[src/rtl/sfsb_map.svh]
// Constants of the safety fault and status register bank: offsets, field positions,
// reset values and timing counts.
// Assumes inclusion by bare name from files under rtl/.
`ifndef SFSB_MAP_SVH
`define SFSB_MAP_SVH

// ==========================================================================
// Register offsets
`define SFSB_OFF_VENDOR_FAULT_FLAGS 8'h24
`define SFSB_OFF_DEVICE_STATE_STATUS 8'h30
`define SFSB_OFF_SELF_TEST_RESULTS 8'h31

// ==========================================================================
// Reset values
`define SFSB_RST_VENDOR_FAULT_FLAGS 8'h00
`define SFSB_RST_DEVICE_STATE_STATUS 8'h7E
`define SFSB_RST_SELF_TEST_RESULTS 8'h00
`define SFSB_UNMAPPED_DATA 8'h00

// ==========================================================================
// Vendor fault flag bit positions
`define SFSB_BIT_REGULATOR_OV 6
`define SFSB_BIT_RESET_MISMATCH 5
`define SFSB_BIT_CLOCK_DEV 4
`define SFSB_BIT_ADDR_SHORT 3
`define SFSB_BIT_ADDR_OPEN 2
`define SFSB_BIT_ERROR_SIGNAL 1
`define SFSB_BIT_WATCHDOG 0

// ==========================================================================
// Device state status bit positions; bits 3 and 1 are reserved and read 1
`define SFSB_BIT_FAILSAFE 7
`define SFSB_BIT_SELFTEST_DONE 6
`define SFSB_BIT_SUPPLY_OK 5
`define SFSB_BIT_IRQ_PIN 4
`define SFSB_BIT_ACTIVE 2
`define SFSB_STATE_RSVD_MASK 8'h0A

// ==========================================================================
// Self-test result bit positions
`define SFSB_BIT_SINGLE_ERR 5
`define SFSB_BIT_DOUBLE_ERR 4
`define SFSB_BIT_VOLATILE_FAIL 3
`define SFSB_BIT_NONVOLATILE_FAIL 2
`define SFSB_BIT_LOGIC_FAIL 1
`define SFSB_BIT_ANALOG_FAIL 0

// ==========================================================================
// Timing: clock period and reset pin mismatch blanking after a toggle
`define SFSB_CLK_PERIOD_NS 100
`define SFSB_MISMATCH_BLANK_NS 2000
`define SFSB_MISMATCH_BLANK_CYC \
  ((`SFSB_MISMATCH_BLANK_NS + `SFSB_CLK_PERIOD_NS - 1) / `SFSB_CLK_PERIOD_NS)

`endif

[src/rtl/sfsb_pkg.sv]
// Types of the safety fault and status register bank.
// Assumes no other package; constants live in sfsb_map.svh.
package sfsb_pkg;

  // ========================================================================
  // Register access request from the serial bus engine
  typedef struct packed {
    logic wr_en;
    logic rd_en;
    logic [7:0] addr;
    logic [7:0] wdata;
  } sfsb_bus_req_s;

  // ========================================================================
  // Live fault levels from the monitors, high while a fault is present
  typedef struct packed {
    logic regulator_ov;
    logic clock_dev;
    logic addr_short;
    logic addr_open;
    logic error_signal;
    logic watchdog;
  } sfsb_fault_in_s;

  // ========================================================================
  // Self-test outcome, high means fail
  typedef struct packed {
    logic volatile_mem_test_fail;
    logic nonvolatile_mem_test_fail;
    logic logic_test_fail;
    logic analog_test_fail;
  } sfsb_bist_s;

  // ========================================================================
  // Device operating state
  typedef enum logic [1:0] {
    SFSB_SELFTEST,
    SFSB_ACTIVE,
    SFSB_FAILSAFE
  } sfsb_state_e;

endpackage : sfsb_pkg
[src/rtl/sfsb_bank.sv]
// Safety fault and status register bank: sticky vendor fault flags, device state
// status and self-test results, reached through the serial bus register port.
// Assumes the serial bus engine decodes frames into one-cycle read/write strobes
// on clk, and that all monitor inputs are synchronous to clk.
`timescale 1ns/1ns
`default_nettype none
`include "sfsb_map.svh"

module sfsb_bank
  import sfsb_pkg::*;
(
  input wire logic clk,
  input wire logic reset_n,
  input wire logic clk_en,
  input wire sfsb_bus_req_s bus_req,
  output logic bus_hit,
  output logic [7:0] rd_data_q,
  input wire sfsb_fault_in_s fault_in,
  input wire logic reset_drive_low,
  input wire logic reset_pin_readback,
  input wire logic supply_ok,
  input wire logic irq_pin_level,
  input wire logic selftest_start,
  input wire logic selftest_done,
  input wire sfsb_bist_s selftest_result,
  input wire logic cfg_load_done,
  input wire logic cfg_single_err,
  input wire logic cfg_double_err,
  input wire logic failsafe_req,
  output logic failsafe,
  output logic active
);

  localparam logic [4:0] BLANK_CYC = 5'(`SFSB_MISMATCH_BLANK_CYC);

  // ========================================================================
  // Helpers

  // Sticky flag update: a live fault sets, a write-1 clears only when idle
  function automatic logic sticky_next(
    input logic flag,
    input logic fault_now,
    input logic clear_req
  );
    logic keep;
    keep = flag & ~(clear_req & ~fault_now);
    return keep | fault_now;
  endfunction : sticky_next

  // Register address decode
  function automatic logic is_addr(
    input logic [7:0] addr,
    input logic [7:0] off
  );
    return addr == off;
  endfunction : is_addr

  // ========================================================================
  // Access decode
  logic wr_fault;
  logic [7:0] clr_mask;

  // Write strobe aimed at the fault flag register, with its clear mask
  always_comb begin
    wr_fault = bus_req.wr_en & is_addr(bus_req.addr, `SFSB_OFF_VENDOR_FAULT_FLAGS);
    clr_mask = wr_fault ? bus_req.wdata : 8'h00;
  end

  // ========================================================================
  // Reset pin mismatch blanking
  logic drive_prev_q;
  logic drive_prev_d;
  logic [4:0] blank_cnt_q;
  logic [4:0] blank_cnt_d;
  logic mismatch_now;

  // Restart the 2us blanking window on every change of the driven state
  always_comb begin
    drive_prev_d = reset_drive_low;
    blank_cnt_d = blank_cnt_q;
    if (reset_drive_low != drive_prev_q) begin
      blank_cnt_d = BLANK_CYC;
    end else if (blank_cnt_q != 5'h00) begin
      blank_cnt_d = blank_cnt_q - 5'h01;
    end
  end

  // Compare driven level with readback once the window has run out
  always_comb begin
    mismatch_now = 1'b0;
    if ((blank_cnt_q == 5'h00) && (reset_drive_low == drive_prev_q)) begin
      mismatch_now = reset_drive_low == reset_pin_readback;
    end
  end

  // Blanking state registers
  always_ff @(posedge clk or negedge reset_n) begin
    if (!reset_n) begin
      drive_prev_q <= 1'b0;
      blank_cnt_q <= 5'h00;
    end else if (clk_en) begin
      drive_prev_q <= drive_prev_d;
      blank_cnt_q <= blank_cnt_d;
    end
  end

  // ========================================================================
  // Sticky vendor fault flags
  logic [7:0] fault_q;
  logic [7:0] fault_d;

  // Each flag follows the sticky rule; the set wins over a same-cycle clear
  always_comb begin
    fault_d = 8'h00;
    fault_d[`SFSB_BIT_REGULATOR_OV] = sticky_next(fault_q[`SFSB_BIT_REGULATOR_OV],
      fault_in.regulator_ov, clr_mask[`SFSB_BIT_REGULATOR_OV]);
    fault_d[`SFSB_BIT_RESET_MISMATCH] = sticky_next(fault_q[`SFSB_BIT_RESET_MISMATCH],
      mismatch_now, clr_mask[`SFSB_BIT_RESET_MISMATCH]);
    fault_d[`SFSB_BIT_CLOCK_DEV] = sticky_next(fault_q[`SFSB_BIT_CLOCK_DEV],
      fault_in.clock_dev, clr_mask[`SFSB_BIT_CLOCK_DEV]);
    fault_d[`SFSB_BIT_ADDR_SHORT] = sticky_next(fault_q[`SFSB_BIT_ADDR_SHORT],
      fault_in.addr_short, clr_mask[`SFSB_BIT_ADDR_SHORT]);
    fault_d[`SFSB_BIT_ADDR_OPEN] = sticky_next(fault_q[`SFSB_BIT_ADDR_OPEN],
      fault_in.addr_open, clr_mask[`SFSB_BIT_ADDR_OPEN]);
    fault_d[`SFSB_BIT_ERROR_SIGNAL] = sticky_next(fault_q[`SFSB_BIT_ERROR_SIGNAL],
      fault_in.error_signal, clr_mask[`SFSB_BIT_ERROR_SIGNAL]);
    fault_d[`SFSB_BIT_WATCHDOG] = sticky_next(fault_q[`SFSB_BIT_WATCHDOG],
      fault_in.watchdog, clr_mask[`SFSB_BIT_WATCHDOG]);
  end

  // Fault flag register; flags survive recovery of the fault
  always_ff @(posedge clk or negedge reset_n) begin
    if (!reset_n) begin
      fault_q <= `SFSB_RST_VENDOR_FAULT_FLAGS;
    end else if (clk_en) begin
      fault_q <= fault_d;
    end
  end

  // ========================================================================
  // Device state machine
  sfsb_state_e state_q;
  sfsb_state_e state_d;
  logic bist_done_q;
  logic bist_done_d;

  // Self-test runs from active; failsafe is left only through reset
  always_comb begin
    state_d = state_q;
    bist_done_d = bist_done_q;
    case (state_q)
      SFSB_SELFTEST: begin
        if (selftest_done) begin
          state_d = SFSB_ACTIVE;
          bist_done_d = 1'b1;
        end
      end
      SFSB_ACTIVE: begin
        if (selftest_start) begin
          state_d = SFSB_SELFTEST;
          bist_done_d = 1'b0;
        end
      end
      SFSB_FAILSAFE: begin
        state_d = SFSB_FAILSAFE;
      end
      default: begin
        state_d = SFSB_FAILSAFE;
      end
    endcase
    if (failsafe_req || (cfg_load_done && cfg_double_err)) begin
      state_d = SFSB_FAILSAFE;
    end
  end

  // State registers
  always_ff @(posedge clk or negedge reset_n) begin
    if (!reset_n) begin
      state_q <= SFSB_ACTIVE;
      bist_done_q <= 1'b1;
    end else if (clk_en) begin
      state_q <= state_d;
      bist_done_q <= bist_done_d;
    end
  end

  // ========================================================================
  // Sampled pin status
  logic supply_q;
  logic supply_d;
  logic irq_pin_q;
  logic irq_pin_d;

  // Next pin status levels, taken straight from the pins
  always_comb begin
    supply_d = supply_ok;
    irq_pin_d = irq_pin_level;
  end

  // Supply and interrupt pin levels as seen by software
  always_ff @(posedge clk or negedge reset_n) begin
    if (!reset_n) begin
      supply_q <= 1'b1;
      irq_pin_q <= 1'b1;
    end else if (clk_en) begin
      supply_q <= supply_d;
      irq_pin_q <= irq_pin_d;
    end
  end

  // ========================================================================
  // Self-test and configuration load results
  logic [7:0] result_q;
  logic [7:0] result_d;

  // Configuration load and self-test each refresh only their own bits
  always_comb begin
    result_d = result_q;
    if (cfg_load_done) begin
      result_d[`SFSB_BIT_SINGLE_ERR] = cfg_single_err;
      result_d[`SFSB_BIT_DOUBLE_ERR] = cfg_double_err;
    end
    if (selftest_done && (state_q == SFSB_SELFTEST)) begin
      result_d[`SFSB_BIT_VOLATILE_FAIL] = selftest_result.volatile_mem_test_fail;
      result_d[`SFSB_BIT_NONVOLATILE_FAIL] =
        selftest_result.nonvolatile_mem_test_fail;
      result_d[`SFSB_BIT_LOGIC_FAIL] = selftest_result.logic_test_fail;
      result_d[`SFSB_BIT_ANALOG_FAIL] = selftest_result.analog_test_fail;
    end
    result_d[7:6] = 2'b00;
  end

  // Result register
  always_ff @(posedge clk or negedge reset_n) begin
    if (!reset_n) begin
      result_q <= `SFSB_RST_SELF_TEST_RESULTS;
    end else if (clk_en) begin
      result_q <= result_d;
    end
  end

  // ========================================================================
  // Read path
  logic [7:0] state_word;
  logic [7:0] rd_data_d;

  // Device state word; reserved bits 3 and 1 read 1, bit 0 reads 0
  always_comb begin
    state_word = `SFSB_STATE_RSVD_MASK;
    state_word[`SFSB_BIT_FAILSAFE] = state_q == SFSB_FAILSAFE;
    state_word[`SFSB_BIT_SELFTEST_DONE] = bist_done_q;
    state_word[`SFSB_BIT_SUPPLY_OK] = supply_q;
    state_word[`SFSB_BIT_IRQ_PIN] = irq_pin_q;
    state_word[`SFSB_BIT_ACTIVE] = state_q == SFSB_ACTIVE;
  end

  // Address decode for reads and hit indication
  always_comb begin
    rd_data_d = rd_data_q;
    bus_hit = 1'b1;
    if (is_addr(bus_req.addr, `SFSB_OFF_VENDOR_FAULT_FLAGS)) begin
      if (bus_req.rd_en) begin
        rd_data_d = fault_q;
      end
    end else if (is_addr(bus_req.addr, `SFSB_OFF_DEVICE_STATE_STATUS)) begin
      if (bus_req.rd_en) begin
        rd_data_d = state_word;
      end
    end else if (is_addr(bus_req.addr, `SFSB_OFF_SELF_TEST_RESULTS)) begin
      if (bus_req.rd_en) begin
        rd_data_d = result_q;
      end
    end else begin
      bus_hit = 1'b0;
      if (bus_req.rd_en) begin
        rd_data_d = `SFSB_UNMAPPED_DATA;
      end
    end
  end

  // Read data register, updated only on a read strobe
  always_ff @(posedge clk or negedge reset_n) begin
    if (!reset_n) begin
      rd_data_q <= 8'h00;
    end else if (clk_en) begin
      rd_data_q <= rd_data_d;
    end
  end

  // ========================================================================
  // State outputs
  always_comb begin
    failsafe = state_q == SFSB_FAILSAFE;
    active = state_q == SFSB_ACTIVE;
  end

endmodule : sfsb_bank

`default_nettype wire

[config.mk]
export PLATFORM = sky130hd
export DESIGN_NAME = sfsb_bank
export DESIGN_NICKNAME = d
export VERILOG_FILES = /design/src/rtl/sfsb_pkg.sv /design/src/rtl/sfsb_bank.sv
export VERILOG_INCLUDE_DIRS = /design/src /design/src/rtl
export SDC_FILE = /design/constraint.sdc
export NUM_CORES = 1
export LEC_CHECK = 0
export BUFFER_PORTS_ARGS = -buffer_cell sky130_fd_sc_hd__buf_2
export CORE_ASPECT_RATIO = 0.9
export CORE_MARGIN = 5
export CORE_UTILIZATION = 44
export CTS_CLUSTER_DIAMETER = 50
export CTS_CLUSTER_SIZE = 28
export DETAILED_ROUTE_END_ITERATION = 10
export PLACE_DENSITY = 0.74
export SLEW_MARGIN = 30
export SYNTH_ARGS = -nofsm -noshare
export SYNTH_HDL_FRONTEND = slang
export SYNTH_SLANG_ARGS = --single-unit
[constraint.sdc]
create_clock -name clk -period 1.53 [get_ports clk]
set_clock_uncertainty 0.05 [all_clocks]
set_input_delay 0.2295 -clock clk [delete_from_list [all_inputs] [get_ports clk]]
set_output_delay 0.2295 -clock clk [all_outputs]
set_load 0.1 [all_outputs]
# Word-level counts from Yosys, hierarchy flattened
# Index checks and enable logic that the tools add are counted.
# word_totals
regBits	32
in_bits	41
out_inout_bits	11
# op_classes
addsub	1
eq_ne	12
mux	21
bitwise	36
reduce_logical	15
# op_table
op	count
8-bit two-way mux	7
8-bit by 6-bit equality test with 1-bit output, second input constant	3
1-bit AND	15
1-bit inverter	14
5-bit two-way mux	2
2-bit AND reduction	4
7-bit two-way mux	1
1-bit bitwise OR	7
1-bit two-way mux	6
2-bit two-way mux	3
5-bit logical NOT	1
5-bit nonzero test	1
5-bit by 1-bit subtractor with 5-bit output, second input constant	1
2-bit != test, second input constant	2
2-bit one-hot mux with 2 select lines	1
4-bit AND reduction	1
2-bit nonzero test	2
1-bit logical AND	3
3-bit by 2-bit != test with 1-bit output, second input constant	1
3-bit != test, second input constant	1
3-bit AND reduction	1
1-bit equality test	2
2-bit by 1-bit equality test with 1-bit output, second input constant	1
2-bit equality test, second input constant	1
4 further kinds	4

# Logic depth before layout (Yosys ltp)
# depth
word_depth	8
mapped_depth	6
ltp_nobuf	6

# Worst setup path before layout
# Ideal clock, no wire load.
# synth_path
kind	input to output
from	in bus_req[11] (netlist bit)
to	out bus_hit
arrival_time_ns	3.024
required_time_ns	1.250
path_slack_ns	-1.773
stages	2
path_buffers	0
path_cell_list	or4b_4 a211oi_1
# synth_via
elab_chain_len	4
elab_cells_between_ends	6
classes_between	eq/ne (3); mux (3)
# synth_rtl
item	line_no	rtl
start, declared	sfsb_bank.sv:15	input wire sfsb_bus_req_s bus_req,
8-bit by 6-bit equality test with 1-bit output	sfsb_bank.sv:55	return addr == off;
1-bit two-way mux	sfsb_bank.sv:269	end else if (is_addr(bus_req.addr, `SFSB_OFF_SELF_TEST_RESULTS)) begin
1-bit two-way mux	sfsb_bank.sv:265	end else if (is_addr(bus_req.addr, `SFSB_OFF_DEVICE_STATE_STATUS)) begin
1-bit two-way mux *	sfsb_bank.sv:261	if (is_addr(bus_req.addr, `SFSB_OFF_VENDOR_FAULT_FLAGS)) begin
end, declared	sfsb_bank.sv:16	output logic bus_hit,
# Every way passes the cells marked *; elsewhere a longest branch is shown, timed or not.

# Worst setup path after layout
# Same ends and word-level chain as after synthesis.

==> flow_summary.toml <==
[yosys]
synth-xor-area-share = 0.0114
ys_types = 35
yosys.area_share.simple = 0.190
yosys_warnings = 0
avgSynthCellArea_um2 = 9.94
synthMuxAreaShare = 0.0711
syn_inst = 154
netlist_area_mm2 = 0.00153
ys_seq_area_frac = 0.526
ys_ff_latch = 32
synth-compound-area-share = 0.165
synthAdderAreaFrac = 0.00817
synth.net_count = 196
synth_top_family_by_area = "simple AND/OR/NAND/NOR gates"

[final_layout]
most-common-layout-cells = "44 x buf_2, 32 x nand2_1, 28 x dfrtp_1, 15 x buf_4, 13 x o21ai_0"
antenna_cells = 0
finalInstanceArea_mm2 = 0.00220
mostFrequentLayoutCell = "buf_2"
multiInputGateArea_um2 = 758
nFillCells = 297
synthToLayoutAreaGrowth_pct = 43.4
nets = 265
post_route_cells_drive_above_1_share = 0.433
finalNonFillerCells = 268
seqCellArea_um2 = 806

[route]
drcViolationCount = 0
drt_iter0_drc = 110
drt_wl_total_um = 3910
wl_per_cell_um = 14.6
via_per_inst = 5.15
drt_pass1_iterations = 4
vias = 1379
drtAntennaViolNets = 0

[placement]
place_ws_ns = -0.249
place_inst = 255
dp_hpwl_um = 2870
globalplace.congestion = 0.799
place_area_mm2 = 0.00201
portBuffers = 50

[run_status]
run_status = "finished with violations"
violations = "negative setup slack"

[worst_setup_path]
cp_cell_sequence = "buf_6 > or4b_4 > buf_6 > a211oi_4 > buf_12"
critPathMaxStageDelay_ns = 0.54
crit_top_cell = "buf_6"
critPathLaunchType = "input pin"
worstPathArrival_ns = 1.40
critPathKind = "input pin to primary output"
critPathMaxFanout = 2
slowest_stage = "or4b_4"
required_ns = 1.25
endpoint_kind = "primary output"

[floorplanning]
start_util = 0.453
chipWidth_um = 72.2
pin_count = 52
die_h_um = 66.0
core_area_mm2 = 0.00338
rows = 20
fp.dieArea_mm2 = 0.00476

[sta]
worstMarginPinSlew_ns = 0.489
timing.fmax_mhz = 596
setup_tns_ns = -0.148
fin_crit_ns = 1.68
fin_crit_sh = 1.10
rsz0062_at_grt = "true"
setup_ws_ns = -0.148
slew_headroom = 0.676
finalSetupViolCount = 1
hold_viol_final = 0
slew_viol_final = 0

[power_and_ir_drop]
total_power_w = 0.00220
seqPwrFrac = 0.476
vdd_drop_max_mv = 0.564
powerDensity_mw_per_mm2 = 1000
clockPowerShare = 0.299
combPwrFrac = 0.225
p_int_w = 0.00158
leakagePower_nw = 1.03
power.switching_w = 0.000622
swShare = 0.283

[global_route]
grt_usage = 0.176
grt_pass1_vias = 1387
grt_pass1_wl_um = 6290
grt-ovfl-total = 0
grt_max_degree = 33
grt_antenna_before_repair = 0

[clock_network]
cts_max_path_buffers = 2
cts_tree = "yes"
h-tree-depth = 2
cts.sinks = 32
numCtsBuffers = 5
clkTransAtPathRegs_ns = 0.06
worstSkewPairLatency_ns = 0.28
cts-root-buf = "clkbuf_8"

[job]
maxCapViolCount = 0

[min_path]
worstHoldPathType = "input pin to flop"
-- per-layer routing --
metal,global-route usage,wire length (µm),vias to the layer above
met3,0.0714,280,7
met1,0.217,1740,644
li1,-,-,682
met4,0.0610,53,0
met5,0,0,-
met2,0.277,1840,46
-- what timing repair did --
item | in CTS | in global routing
setup buffers | 1 | 3
resized for setup | 4 | 8
endpoints found under the setup margin | 2 | 16
endpoints found under the hold margin | 28 | 0
pin swaps | 2 | 4
hold buffers | 1 | 0
gates cloned | 0 | 0
-- per-stage QoR --
stage	utilization	hold WS, ns
global placement	0.594	0.225
CTS	0.632	0.102
detailed placement	0.594	0.224
floorplan	-	-0.116
finish	0.650	0.107
global route	0.650	0.113
-- cell type report --
class,count,area share
clock buffers,8,0.0410
inverters,5,0.00855
multi-input cells,111,0.345
flip-flops and latches,32,0.367
well taps,44,0.0251
repair buffers,68,0.213
-- power by group through the flow --
| stage | Sequential, W | Combinational, W | Clock [W] |
|---|---|---|---|
| floorplan | 0.00104 | 0.000240 | 0 |
| global placement | 0.00104 | 0.000418 | 0 |
| detailed placement | 0.00105 | 0.000425 | 0 |
| CTS | 0.00104 | 0.000445 | 0.000676 |
| global route | 0.00106 | 0.000551 | 0.000718 |
| finish | 0.00105 | 0.000496 | 0.000658 |
-- synthesized netlist by cell type (all sizes together) --
cell type  count  area share
mux2i          3       0.020
a22o           7       0.040
nand2b         1      0.0041
dfstp          4       0.069
a31oi          1      0.0041
ha             1      0.0082
and3           1      0.0041
xnor2          1      0.0057
o32ai          1      0.0057
inv            5       0.012
a211oi         1      0.0049
nor2           8       0.020
a21oi          8       0.026
buf            1      0.0033
nand3          4       0.013
xor2           1      0.0057
a21o           2      0.0098
nor4           2       0.018
a2bb2oi        1      0.0057
clkbuf         5       0.012
o21ai         16       0.052
o31ai          1      0.0049
or4b           2       0.016
or3            1      0.0041
a22oi          1      0.0049
a32o           1      0.0065
nor3b          2      0.0098
dfrtp         28        0.46
nor2b          3       0.012
nand2         32       0.078
or3b           1      0.0057
nor4b          1      0.0057
mux2           7       0.051
-- sequential cells by signal (all words and copies together), names as in the netlist --
name          cells
fault_q           7
blank_cnt_q       5
rd_data_q         8
drive_prev_q      1
result_q          6
state_q           2
irq_pin_q         1
supply_q          1
bist_done_q       1
-- kinds of logic after synthesis --
| group | count (synthesis) |
|---|---|
| simple gates | 58 |
| compound gates | 40 |
| flops | 32 |
| buf+inv | 11 |
| mux | 10 |
| xor+xnor | 2 |
| fa+ha+maj | 1 |
-- worst paths after layout --
kind	start	to	slack [ns]	cells past startpoint
setup reg to reg	blank_cnt_q[1]	blank_cnt_q[0]	0.06	6
max in group asynchronous	reset_n	supply_q	0.66	3
hold reg to reg	rd_data_q[0]	rd_data_q[0]	0.43	2
hold / removal	selftest_result[3]	result_q[3]	0.11	3
min in group asynchronous	reset_n	blank_cnt_q[0]	0.44	3
setup / recovery	bus_req[11]	bus_hit	-0.15	5
-- critical path, delay by kind of cell --
kind | cells | cell delay [ns]
simple gates | 1 | 0.54
compound gates | 1 | 0.19
buf+inv | 3 | 0.44
Power figures use the tool's default switching activity.
